## src/shared/dbl_pkg.sv

```systemverilog
// Package of constants and types for the bank-two local configuration block
package dbl_pkg;

  // Rotary switch positions of the second bank
  localparam logic [3:0] POS_LOCK      = 4'h0;
  localparam logic [3:0] POS_PIC_OFS   = 4'h1;
  localparam logic [3:0] POS_H_DELAY   = 4'h2;
  localparam logic [3:0] POS_V_DELAY   = 4'h3;
  localparam logic [3:0] POS_FRZ_RECOG = 4'h4;
  localparam logic [3:0] POS_FRZ_MAN   = 4'h5;
  localparam logic [3:0] POS_FRZ_MODE  = 4'h6;
  localparam logic [3:0] POS_FRZ_FIELD = 4'h7;
  localparam logic [3:0] POS_FRZ_SIG   = 4'h8;
  localparam logic [3:0] POS_START_HI  = 4'h9;
  localparam logic [3:0] POS_START_LO  = 4'hA;
  localparam logic [3:0] POS_VBI_MODE  = 4'hC;
  localparam logic [3:0] POS_VBI_SETUP = 4'hD;
  localparam logic [3:0] POS_SUPERBLK  = 4'hE;
  localparam logic [3:0] POS_ZERO      = 4'h0;
  localparam logic [3:0] POS_LAST      = 4'hF;

  // Adjustment widths and limits (signed steps)
  localparam int           ADJ_W   = 8;
  localparam logic [7:0]   ADJ_MAX = 8'h7F;
  localparam logic [7:0]   ADJ_MIN = 8'h80;
  localparam logic [7:0]   ADJ_RST = 8'h00;
  localparam logic [7:0]   ADJ_ONE = 8'h01;

  // Picture start settings: index 0..3 means setting one..four
  localparam logic [1:0]   START_RST = 2'h0;
  localparam logic [8:0]   START_525_F1 = 9'h015;  // Line 21
  localparam logic [8:0]   START_525_F2 = 9'h11C;  // Line 284
  localparam logic [8:0]   START_625_F1 = 9'h018;  // Line 24
  localparam logic [8:0]   START_625_F2 = 9'h151;  // Line 337

  // Paddle debounce: settle time and derived cycles at 50 MHz
  localparam int           CLK_HZ       = 50_000_000;
  localparam int           SETTLE_MS    = 10;
  localparam int           SETTLE_CYC   = CLK_HZ / 1000 * SETTLE_MS;
  localparam int           DB_W         = 20;

  // Paddle debouncer states
  typedef enum logic [1:0] {
    DBL_IDLE,
    DBL_SETTLE,
    DBL_HELD
  } dbl_db_state_type;

endpackage : dbl_pkg
```

## src/hdl/dbl_bank2_cfg.sv

```systemverilog
// Second-bank local configuration interpreter for the video decoder
//
// Contract
// - Position 0: up video, down reference lock
// - Position 1: up advances, down delays offset
// - Positions 2,3 adjust H/V delay, sync option
// - Lock and freeze need sync option fitted
// - Position 4 recognition, 5 manual freeze
// - Positions 6,7,8: mode, field, freeze signal
// - Positions 9 and A pick start setting
// - 525: start lines 21-24 and 284-287
// - 625: start lines 24-27 and 337-340
// - Position C: notch decode or delete lines
// - Position D setup only under notch decode
// - Position E super black, 525 only
// - Revolution past zero toggles bank, indicator
`timescale 1ns/1ps
module dbl_bank2_cfg #(
  parameter int SETTLE_CYCLES = dbl_pkg::SETTLE_CYC
) (
  input  wire logic       sys_clk,
  input  wire logic       rstn,
  input  wire logic       clk_en,              // Freezes all state when low
  input  wire logic [3:0] rotary_pos,          // Function switch pins
  input  wire logic       paddle_switch_up,    // Paddle up contact
  input  wire logic       paddle_switch_down,  // Paddle down contact
  input  wire logic       remote_access_jumper,// High: local and remote
  input  wire logic       frame_sync_fitted,   // Sync option present
  input  wire logic       std_625,             // Line standard, 1 = 625
  input  wire logic       field_two,           // Field being output
  output logic            second_bank_indicator,
  output logic            remote_enable,       // Remote requests accepted
  output logic            lock_to_reference,   // 0 video input, 1 ref
  output logic [7:0]      pic_offset,          // Signed H picture offset
  output logic [7:0]      h_delay,             // Signed H output delay
  output logic [7:0]      v_delay,             // Signed V output delay
  output logic            freeze_auto,         // Recognition automatic
  output logic            freeze_on,           // Manual freeze active
  output logic            freeze_field_mode,   // 1 field, 0 frame
  output logic            freeze_field_two,    // Frozen field is field 2
  output logic            freeze_black,        // Black out during freeze
  output logic [1:0]      picture_start_sel,   // 0..3 = setting one..four
  output logic [8:0]      picture_start_line,  // Start line for field
  output logic            vbi_delete,          // 1 delete, 0 notch decode
  output logic            vbi_setup,           // Setup on data lines
  output logic            super_black          // Pass levels below blank
);

  // Whole register state in one record
  typedef struct packed {
    logic [3:0] pos_s1;     // Synchroniser stage one
    logic [3:0] pos_s2;     // Synchroniser stage two
    logic [3:0] pos_prev;   // Position a cycle ago
    logic [1:0] pad_s1;
    logic [1:0] pad_s2;
    logic [3:0] misc_s1;    // Jumper, option, std, field
    logic [3:0] misc_s2;
    logic       bank2;
    logic       lock_ref;
    logic [7:0] ofs;
    logic [7:0] hdl;
    logic [7:0] vdl;
    logic       frz_auto;
    logic       frz_on;
    logic       frz_field;
    logic       frz_f2;
    logic       frz_black;
    logic [1:0] start_sel;
    logic [8:0] start_line;
    logic       vbi_del;
    logic       vbi_set;
    logic       sblack;
  } dbl_state_type;

  dbl_state_type s_q, s_d;
  logic          up_p;       // One-shot up actuation
  logic          dn_p;       // One-shot down actuation
  logic          jumper_s;
  logic          fitted_s;
  logic          is625_s;
  logic          f2_s;

  assign jumper_s = s_q.misc_s2[3];
  assign fitted_s = s_q.misc_s2[2];
  assign is625_s  = s_q.misc_s2[1];
  assign f2_s     = s_q.misc_s2[0];

  // Saturating signed step, shared by all adjustments
  function automatic logic [7:0] dbl_step(input logic [7:0] v,
                                          input logic       up,
                                          input logic       dn);
    logic [7:0] r;
    r = v;
    if (up && (v != dbl_pkg::ADJ_MAX)) begin
      r = v + dbl_pkg::ADJ_ONE;
    end else if (dn && (v != dbl_pkg::ADJ_MIN)) begin
      r = v - dbl_pkg::ADJ_ONE;
    end
    return r;
  endfunction : dbl_step

  // Start line from setting, field and standard
  function automatic logic [8:0] dbl_start(input logic [1:0] sel,
                                           input logic       is625,
                                           input logic       f2);
    logic [8:0] base;
    base = is625 ? (f2 ? dbl_pkg::START_625_F2 : dbl_pkg::START_625_F1)
                 : (f2 ? dbl_pkg::START_525_F2 : dbl_pkg::START_525_F1);
    return base + {7'h00, sel};
  endfunction : dbl_start

  // Paddle one-shots from the synchronised contacts
  dbl_paddle #(
    .SETTLE_CYCLES (SETTLE_CYCLES)
  ) u_paddle (
    .sys_clk    (sys_clk),
    .rstn       (rstn),
    .clk_en     (clk_en),
    .up_raw     (s_q.pad_s2[1]),
    .down_raw   (s_q.pad_s2[0]),
    .up_pulse   (up_p),
    .down_pulse (dn_p)
  );

  // Next-state logic
  always_comb begin
    s_d          = s_q;
    s_d.pos_s1   = rotary_pos;
    s_d.pos_s2   = s_q.pos_s1;
    s_d.pos_prev = s_q.pos_s2;
    s_d.pad_s1   = {paddle_switch_up, paddle_switch_down};
    s_d.pad_s2   = s_q.pad_s1;
    s_d.misc_s1  = {remote_access_jumper, frame_sync_fitted,
                    std_625, field_two};
    s_d.misc_s2  = s_q.misc_s1;

    // Wrap through zero either way toggles bank
    if ((s_q.pos_prev == dbl_pkg::POS_LAST &&
         s_q.pos_s2 == dbl_pkg::POS_ZERO) ||
        (s_q.pos_prev == dbl_pkg::POS_ZERO &&
         s_q.pos_s2 == dbl_pkg::POS_LAST)) begin
      s_d.bank2 = !s_q.bank2;
    end

    // Actuations only act in the second bank
    if (s_q.bank2 && (up_p || dn_p)) begin
      case (s_q.pos_s2)
        dbl_pkg::POS_LOCK: begin
          // Without the sync option the setting is not taken
          if (fitted_s) begin
            s_d.lock_ref = dn_p;
          end
        end
        dbl_pkg::POS_PIC_OFS: begin
          s_d.ofs = dbl_step(s_q.ofs, up_p, dn_p);
        end
        dbl_pkg::POS_H_DELAY: begin
          if (fitted_s) begin
            s_d.hdl = dbl_step(s_q.hdl, up_p, dn_p);
          end
        end
        dbl_pkg::POS_V_DELAY: begin
          if (fitted_s) begin
            s_d.vdl = dbl_step(s_q.vdl, up_p, dn_p);
          end
        end
        dbl_pkg::POS_FRZ_RECOG: begin
          if (fitted_s) begin
            s_d.frz_auto = dn_p;
          end
        end
        dbl_pkg::POS_FRZ_MAN: begin
          if (fitted_s) begin
            s_d.frz_on = dn_p;
          end
        end
        dbl_pkg::POS_FRZ_MODE: begin
          if (fitted_s) begin
            s_d.frz_field = dn_p;
          end
        end
        dbl_pkg::POS_FRZ_FIELD: begin
          if (fitted_s) begin
            s_d.frz_f2 = dn_p;
          end
        end
        dbl_pkg::POS_FRZ_SIG: begin
          if (fitted_s) begin
            s_d.frz_black = dn_p;
          end
        end
        dbl_pkg::POS_START_HI: begin
          s_d.start_sel = up_p ? 2'h3 : 2'h2;
        end
        dbl_pkg::POS_START_LO: begin
          s_d.start_sel = up_p ? 2'h1 : 2'h0;
        end
        dbl_pkg::POS_VBI_MODE: begin
          s_d.vbi_del = dn_p;
        end
        dbl_pkg::POS_VBI_SETUP: begin
          // Only meaningful while notch decoding
          if (!s_q.vbi_del) begin
            s_d.vbi_set = up_p;
          end
        end
        dbl_pkg::POS_SUPERBLK: begin
          // Ignored in 625 mode
          if (!is625_s) begin
            s_d.sblack = up_p;
          end
        end
        default: begin
          s_d = s_d;
        end
      endcase
    end

    s_d.start_line = dbl_start(s_q.start_sel, is625_s, f2_s);
  end

  // Registers, frozen by clock enable
  always_ff @(posedge sys_clk or negedge rstn) begin
    if (!rstn) begin
      s_q <= '0;
    end else if (clk_en) begin
      s_q <= s_d;
    end
  end

  // Outputs from flops; lock, freeze_auto, freeze_on, setup and super black are gated by other flops
  assign second_bank_indicator = s_q.bank2;
  assign remote_enable         = jumper_s;
  assign lock_to_reference     = s_q.lock_ref & fitted_s;
  assign pic_offset            = s_q.ofs;
  assign h_delay               = s_q.hdl;
  assign v_delay               = s_q.vdl;
  assign freeze_auto           = s_q.frz_auto & fitted_s;
  assign freeze_on             = s_q.frz_on & fitted_s;
  assign freeze_field_mode     = s_q.frz_field;
  assign freeze_field_two      = s_q.frz_f2;
  assign freeze_black          = s_q.frz_black;
  assign picture_start_sel     = s_q.start_sel;
  assign picture_start_line    = s_q.start_line;
  assign vbi_delete            = s_q.vbi_del;
  assign vbi_setup             = s_q.vbi_set & !s_q.vbi_del;
  assign super_black           = s_q.sblack & !is625_s;

endmodule : dbl_bank2_cfg

```

## src/hdl/dbl_paddle.sv

```systemverilog
// Paddle debouncer that yields one pulse per actuation
`timescale 1ns/1ps
module dbl_paddle #(
  parameter int SETTLE_CYCLES = dbl_pkg::SETTLE_CYC
) (
  input  wire logic sys_clk,
  input  wire logic rstn,
  input  wire logic clk_en,
  input  wire logic up_raw,      // Synchronised paddle up contact
  input  wire logic down_raw,    // Synchronised paddle down contact
  output logic      up_pulse,    // One pulse per up actuation
  output logic      down_pulse   // One pulse per down actuation
);

  typedef struct packed {
    dbl_pkg::dbl_db_state_type st;
    logic                      dir_up;  // Direction seen at press
    logic [dbl_pkg::DB_W-1:0]  cnt;     // Settle counter
    logic                      up_p;
    logic                      dn_p;
  } dbl_db_type;

  dbl_db_type s_q, s_d;
  logic       any_dir;
  logic [dbl_pkg::DB_W-1:0] settle_last;

  assign any_dir     = up_raw ^ down_raw;
  assign settle_last = dbl_pkg::DB_W'(SETTLE_CYCLES - 1);

  // Next state: press must stay stable for the settle time
  always_comb begin
    s_d      = s_q;
    s_d.up_p = 1'b0;
    s_d.dn_p = 1'b0;
    case (s_q.st)
      dbl_pkg::DBL_IDLE: begin
        if (any_dir) begin
          s_d.st     = dbl_pkg::DBL_SETTLE;
          s_d.dir_up = up_raw;
          s_d.cnt    = '0;
        end
      end
      dbl_pkg::DBL_SETTLE: begin
        // Bounce or direction change restarts from idle
        if (!any_dir || (up_raw != s_q.dir_up)) begin
          s_d.st = dbl_pkg::DBL_IDLE;
        end else if (s_q.cnt == settle_last) begin
          s_d.st   = dbl_pkg::DBL_HELD;
          s_d.up_p = s_q.dir_up;
          s_d.dn_p = !s_q.dir_up;
        end else begin
          s_d.cnt = s_q.cnt + 1'b1;
        end
      end
      dbl_pkg::DBL_HELD: begin
        // No repeat while held; wait for release
        if (!up_raw && !down_raw) begin
          s_d.st = dbl_pkg::DBL_IDLE;
        end
      end
      default: s_d.st = dbl_pkg::DBL_IDLE;
    endcase
  end

  // State register, frozen by the clock enable
  always_ff @(posedge sys_clk or negedge rstn) begin
    if (!rstn) begin
      s_q <= '{st: dbl_pkg::DBL_IDLE, dir_up: 1'b0, cnt: '0,
               up_p: 1'b0, dn_p: 1'b0};
    end else if (clk_en) begin
      s_q <= s_d;
    end
  end

  assign up_pulse   = s_q.up_p & clk_en;
  assign down_pulse = s_q.dn_p & clk_en;

endmodule : dbl_paddle

```

## config.mk

```make
export PLATFORM = sky130hd
export DESIGN_NAME = dbl_bank2_cfg
export DESIGN_NICKNAME = d
export VERILOG_FILES = /design/src/shared/dbl_pkg.sv /design/src/hdl/dbl_bank2_cfg.sv /design/src/hdl/dbl_paddle.sv
export SDC_FILE = /design/constraint.sdc
export NUM_CORES = 1
export LEC_CHECK = 0
export ABC_AREA = 1
export BUFFER_PORTS_ARGS = -buffer_cell sky130_fd_sc_hd__buf_2
export CORE_ASPECT_RATIO = 1.1
export CORE_UTILIZATION = 65
export CTS_CLUSTER_SIZE = 28
export DETAILED_ROUTE_END_ITERATION = 12
export GPL_ROUTABILITY_DRIVEN = 0
export PLACE_DENSITY = 0.87
export SETUP_SLACK_MARGIN = 0.3
export SYNTH_ARGS = -nofsm -noshare
export SYNTH_HDL_FRONTEND = slang
export SYNTH_HIERARCHICAL = 1
export SYNTH_SLANG_ARGS = --single-unit
```

## constraint.sdc

```tcl
create_clock -name sys_clk -period 4.11 [get_ports sys_clk]
set_input_delay 0.822 -clock sys_clk [delete_from_list [all_inputs] [get_ports sys_clk]]
set_output_delay 0.822 -clock sys_clk [all_outputs]
set_load 0.02 [all_outputs]
```

==> summary.md <==
| Metric | Value |
|---|---|
| Status | completed |
| Worst Setup Start Kind | input port |
| Area added between synthesis and finish | 4.62% |
| ANT cells | 0 |
| Critical Path Slowest Stage Cell | sky130_fd_sc_hd__ha_1 |
| Type of the tightest min-delay check | in2async |
| Accumulated negative setup slack | 0 ps |
| DRC violation count after routing | 0 |
| Worst path most repeated cell | sky130_fd_sc_hd__nand2_1 |
| Power after layout | 1.88 mW |
| Period utilisation layout | 62.3% |
| Ranking of synthesized cells by area | sky130_fd_sc_hd__dfrtp_1 39%, sky130_fd_sc_hd__nand2_1 19%, sky130_fd_sc_hd__ha_1 5.2% |
| Ratio of cells with drive above 1 in the final layout | 13.7% |
| CTS tree | built |
| Leading area contributor after synthesis | sky130_fd_sc_hd__dfrtp_1 |
| CTS root buf | sky130_fd_sc_hd__clkbuf_8 |
| Leading cell types by count after synthesis | 295 x sky130_fd_sc_hd__nand2_1, 93 x sky130_fd_sc_hd__dfrtp_1, 83 x sky130_fd_sc_hd__inv_1 |
| Setup crit end kind | flop |
| Launching instance or port of the critical path | clk_en |
| Synthesized area divided by synthesized cell count | 7.32 um2 |
| Max incr delay on CP | 420 ps |
| Die X-Extent | 93.3 um |
| Net count after synthesis | 856 |
| Effective utilization at floorplan | 67.2% |
| Final number of setup-violating endpoints | 0 |
| Met3 track demand over resource | 4.69% |
| Worst IR Drop VDD | 0.256 mV |
| Largest net degree at the start of global routing | 51 |
| Filler cell count in the final layout | 723 |
| Tmin final | 2560 ps |
| Critical path data arrival time | 2860 ps |
| Clock latency reported for the late side of the worst-skew pair | 370 ps |
| Transition at the pin with the smallest max-transition slack | 676 ps |
| CP Data Required Time | 4410 ps |
| Cells along the critical path | buf_2, nand2_1, inv_1, nand2_1, ha_1, or2_2, nand2_1, nor2_1, nor2_1, nand3_1, nand2_1, nand2_1, nand2_1 |
| Post-detailed-placement half-perimeter wirelength | 9360 um |
| Critical path start-end classification | in2reg |
| Number of antenna violations at the first check in global routing | 0 |
| Leading register cell type out of synthesis | sky130_fd_sc_hd__dfrtp_1 |
| Met1 routing resource usage after global routing | 35.9% |
| Clock sinks | 93 |
| Longest Clk Path Bufs | 2 |
| Overall track demand over capacity in global routing | 28.6% |
| Die outline area | 9560 um2 |
| Post-synth cell types | 40 |
| Worst path bufs/invs | 2 |
| Floorplan die height | 102 um |
| Total Nets Final | 877 |
| Final Max Slew Viols | 0 |
| Number of vias per cell after detailed routing | 5.41 |
| Number of global-route vias before repair | 5044 |
| Max Clk Rate | 391 MHz |
| First-pass detailed-route iteration total | 5 |
| Hold buffer count at CTS | 0 |
| Max transition margin | 54.6% |
| Critical path peak fanout | 8 |
| Area of the mapped netlist | 5960 um2 |
| Postcts setup bufs | 0 |
| Final Hold Viols | 0 |
| Critical register-to-register path startpoint | u_paddle/s_q[1] |
| Number of input and output port buffers inserted | 57 |
| RSZ-0062 raised after global routing | false |
| Clock Pin Slew Worst Setup and Hold Paths | 100 ps |
| Kind of cell adding the most delay to the critical path | simple AND/OR/NAND/NOR gates |
| Max capacitance violation total | 0 |
| Top cell type's share of synthesized area | 39.0% |
| Number of vias after detailed routing | 5163 |
| Pwr Density | 301 nW/um2 |
| Post-synthesis sequential area ratio | 39.0% |
| Top-Level Pins | 59 |
| Core Rows | 36 |
| Wire length of the first global-routing pass | 21800 um |
| Wire length after detailed routing | 12600 um |
| Number of storage elements in the synthesis netlist | 93 |
| Setup slack, reg-to-reg | 1730 ps |
| Remaining global-route overflow | 0 |
| Async set-reset flop share out of synthesis | 100% |
| Synth warnings | 6 |
| Leak | 3.28 nW |
| DRT antenna net count | 0 |
| Global routing's busiest layer | met2 |
| Instance count of the mapped netlist | 815 |
| Cell with the most instances after synthesis | sky130_fd_sc_hd__nand2_1 |
| Number of buffers inserted during clock tree synthesis | 9 |
| Count of flip-flops with a built-in enable after synthesis | 0 |
| Post-route clock skew | 15.4 ps |
| Total number of H-tree levels | 3 |
| Number of DRC markers in iteration 0 | 244 |
| Fraction of met2 tracks used by global routing | 49.5% |
| Count of instances resized after the clock tree is built | 0 |
| Total core area | 8870 um2 |
| Wirelength per Cell | 13.2 um |
-- sequential cells by signal, summed over array words and instances, names as in the netlist, 2 cells and up --
register	count
s_q	25
u_paddle/s_q	25
h_delay	8
pic_offset	8
picture_start_line	8
v_delay	8
picture_start_sel	2
-- worst register-to-register path, stage by stage, from the launching register on --
cell                      delay, ps
sky130_fd_sc_hd__dfrtp_1        370
sky130_fd_sc_hd__nand2_1         60
sky130_fd_sc_hd__inv_1          280
sky130_fd_sc_hd__nand2_1        300
sky130_fd_sc_hd__ha_1           420
sky130_fd_sc_hd__or2_2          310
sky130_fd_sc_hd__nand2_1        130
sky130_fd_sc_hd__nor2_1          70
sky130_fd_sc_hd__nor2_1         110
sky130_fd_sc_hd__nand3_1         90
sky130_fd_sc_hd__nand2_1         70
sky130_fd_sc_hd__nand2_1         50
sky130_fd_sc_hd__nand2_1         50
-- kinds of logic after synthesis --
logic type | synth area share (%)
AND/OR/NAND/NOR | 31.8
buffers and inverters | 11.7
flip-flops | 39.0
AO/OA/AOI/OAI | 8.39
adder cells (fa/ha/maj) | 6.25
XOR/XNOR | 2.79
other | 0.0629
-- placed cells by master (no fill, tap or decap), drive strengths merged --
cell type,n
nand2,304
dfrtp,93
inv,93
nor2,71
o21ai,65
buf,60
nand3,40
ha,25
nand4,16
a21oi,13
xor2,12
clkbuf,9
xnor2,7
or2,6
nor3,6
o21bai,3
fa,3
clkinv,3
a31oi,2
nand3b,2
o211ai,2
and2,2
nor4,1
conb,1
nor3b,1
a21boi,1
-- routing by layer --
metal / part of all wire (%) / wire, um / vias up
li1: - / - / 2571
met5: 0 / 0 / -
met3: 4.6 / 573 / 28
met2: 50 / 6310 / 160
met1: 43 / 5420 / 2404
met4: 2.2 / 282 / 0
-- cell type report --
class                   instances  area (um2)  share of cell area [%]
clock inverters                 7        62.6                    1.00
flip-flops and latches         93        2330                    37.3
well taps                     114         143                    2.29
multi-input cells             583        2940                    47.1
inverters                      89         334                    5.35
clock buffers                   9         124                    1.99
repair buffers                 60         310                    4.97
-- power breakdown --
part / switching (mW) / internal, mW / total (mW)
clock: 0.356 / 0.235 / 0.591
sequential: 0.0513 / 0.967 / 1.02
combinational: 0.194 / 0.0716 / 0.265
total: 0.601 / 1.27 / 1.88
-- worst paths after layout --
check,endpoint,cells past startpoint
min reg2reg,remote_enable,2
max in group asynchronous,pic_offset[1],2
max,h_delay[7],13
min,u_paddle/s_q[11],1
max reg2reg,h_delay[7],12
min in group sys_clk,remote_enable,2
-- through the flow --
step | setup WS (ps) | area [um2] | utilization (%) | instances | hold slack, ps
global route | 1400 | 6240 | 70.3 | 955 | 432
global placement | 1290 | 6050 | 68.2 | 939 | 452
floorplan | 1440 | 5960 | - | 815 | 442
finish | 1550 | 6240 | 70.3 | 955 | 407
detailed placement | 1200 | 6050 | 68.2 | 939 | 454
CTS | 1600 | 6240 | 70.3 | 955 | 413
(Power assumes the default switching activity.)
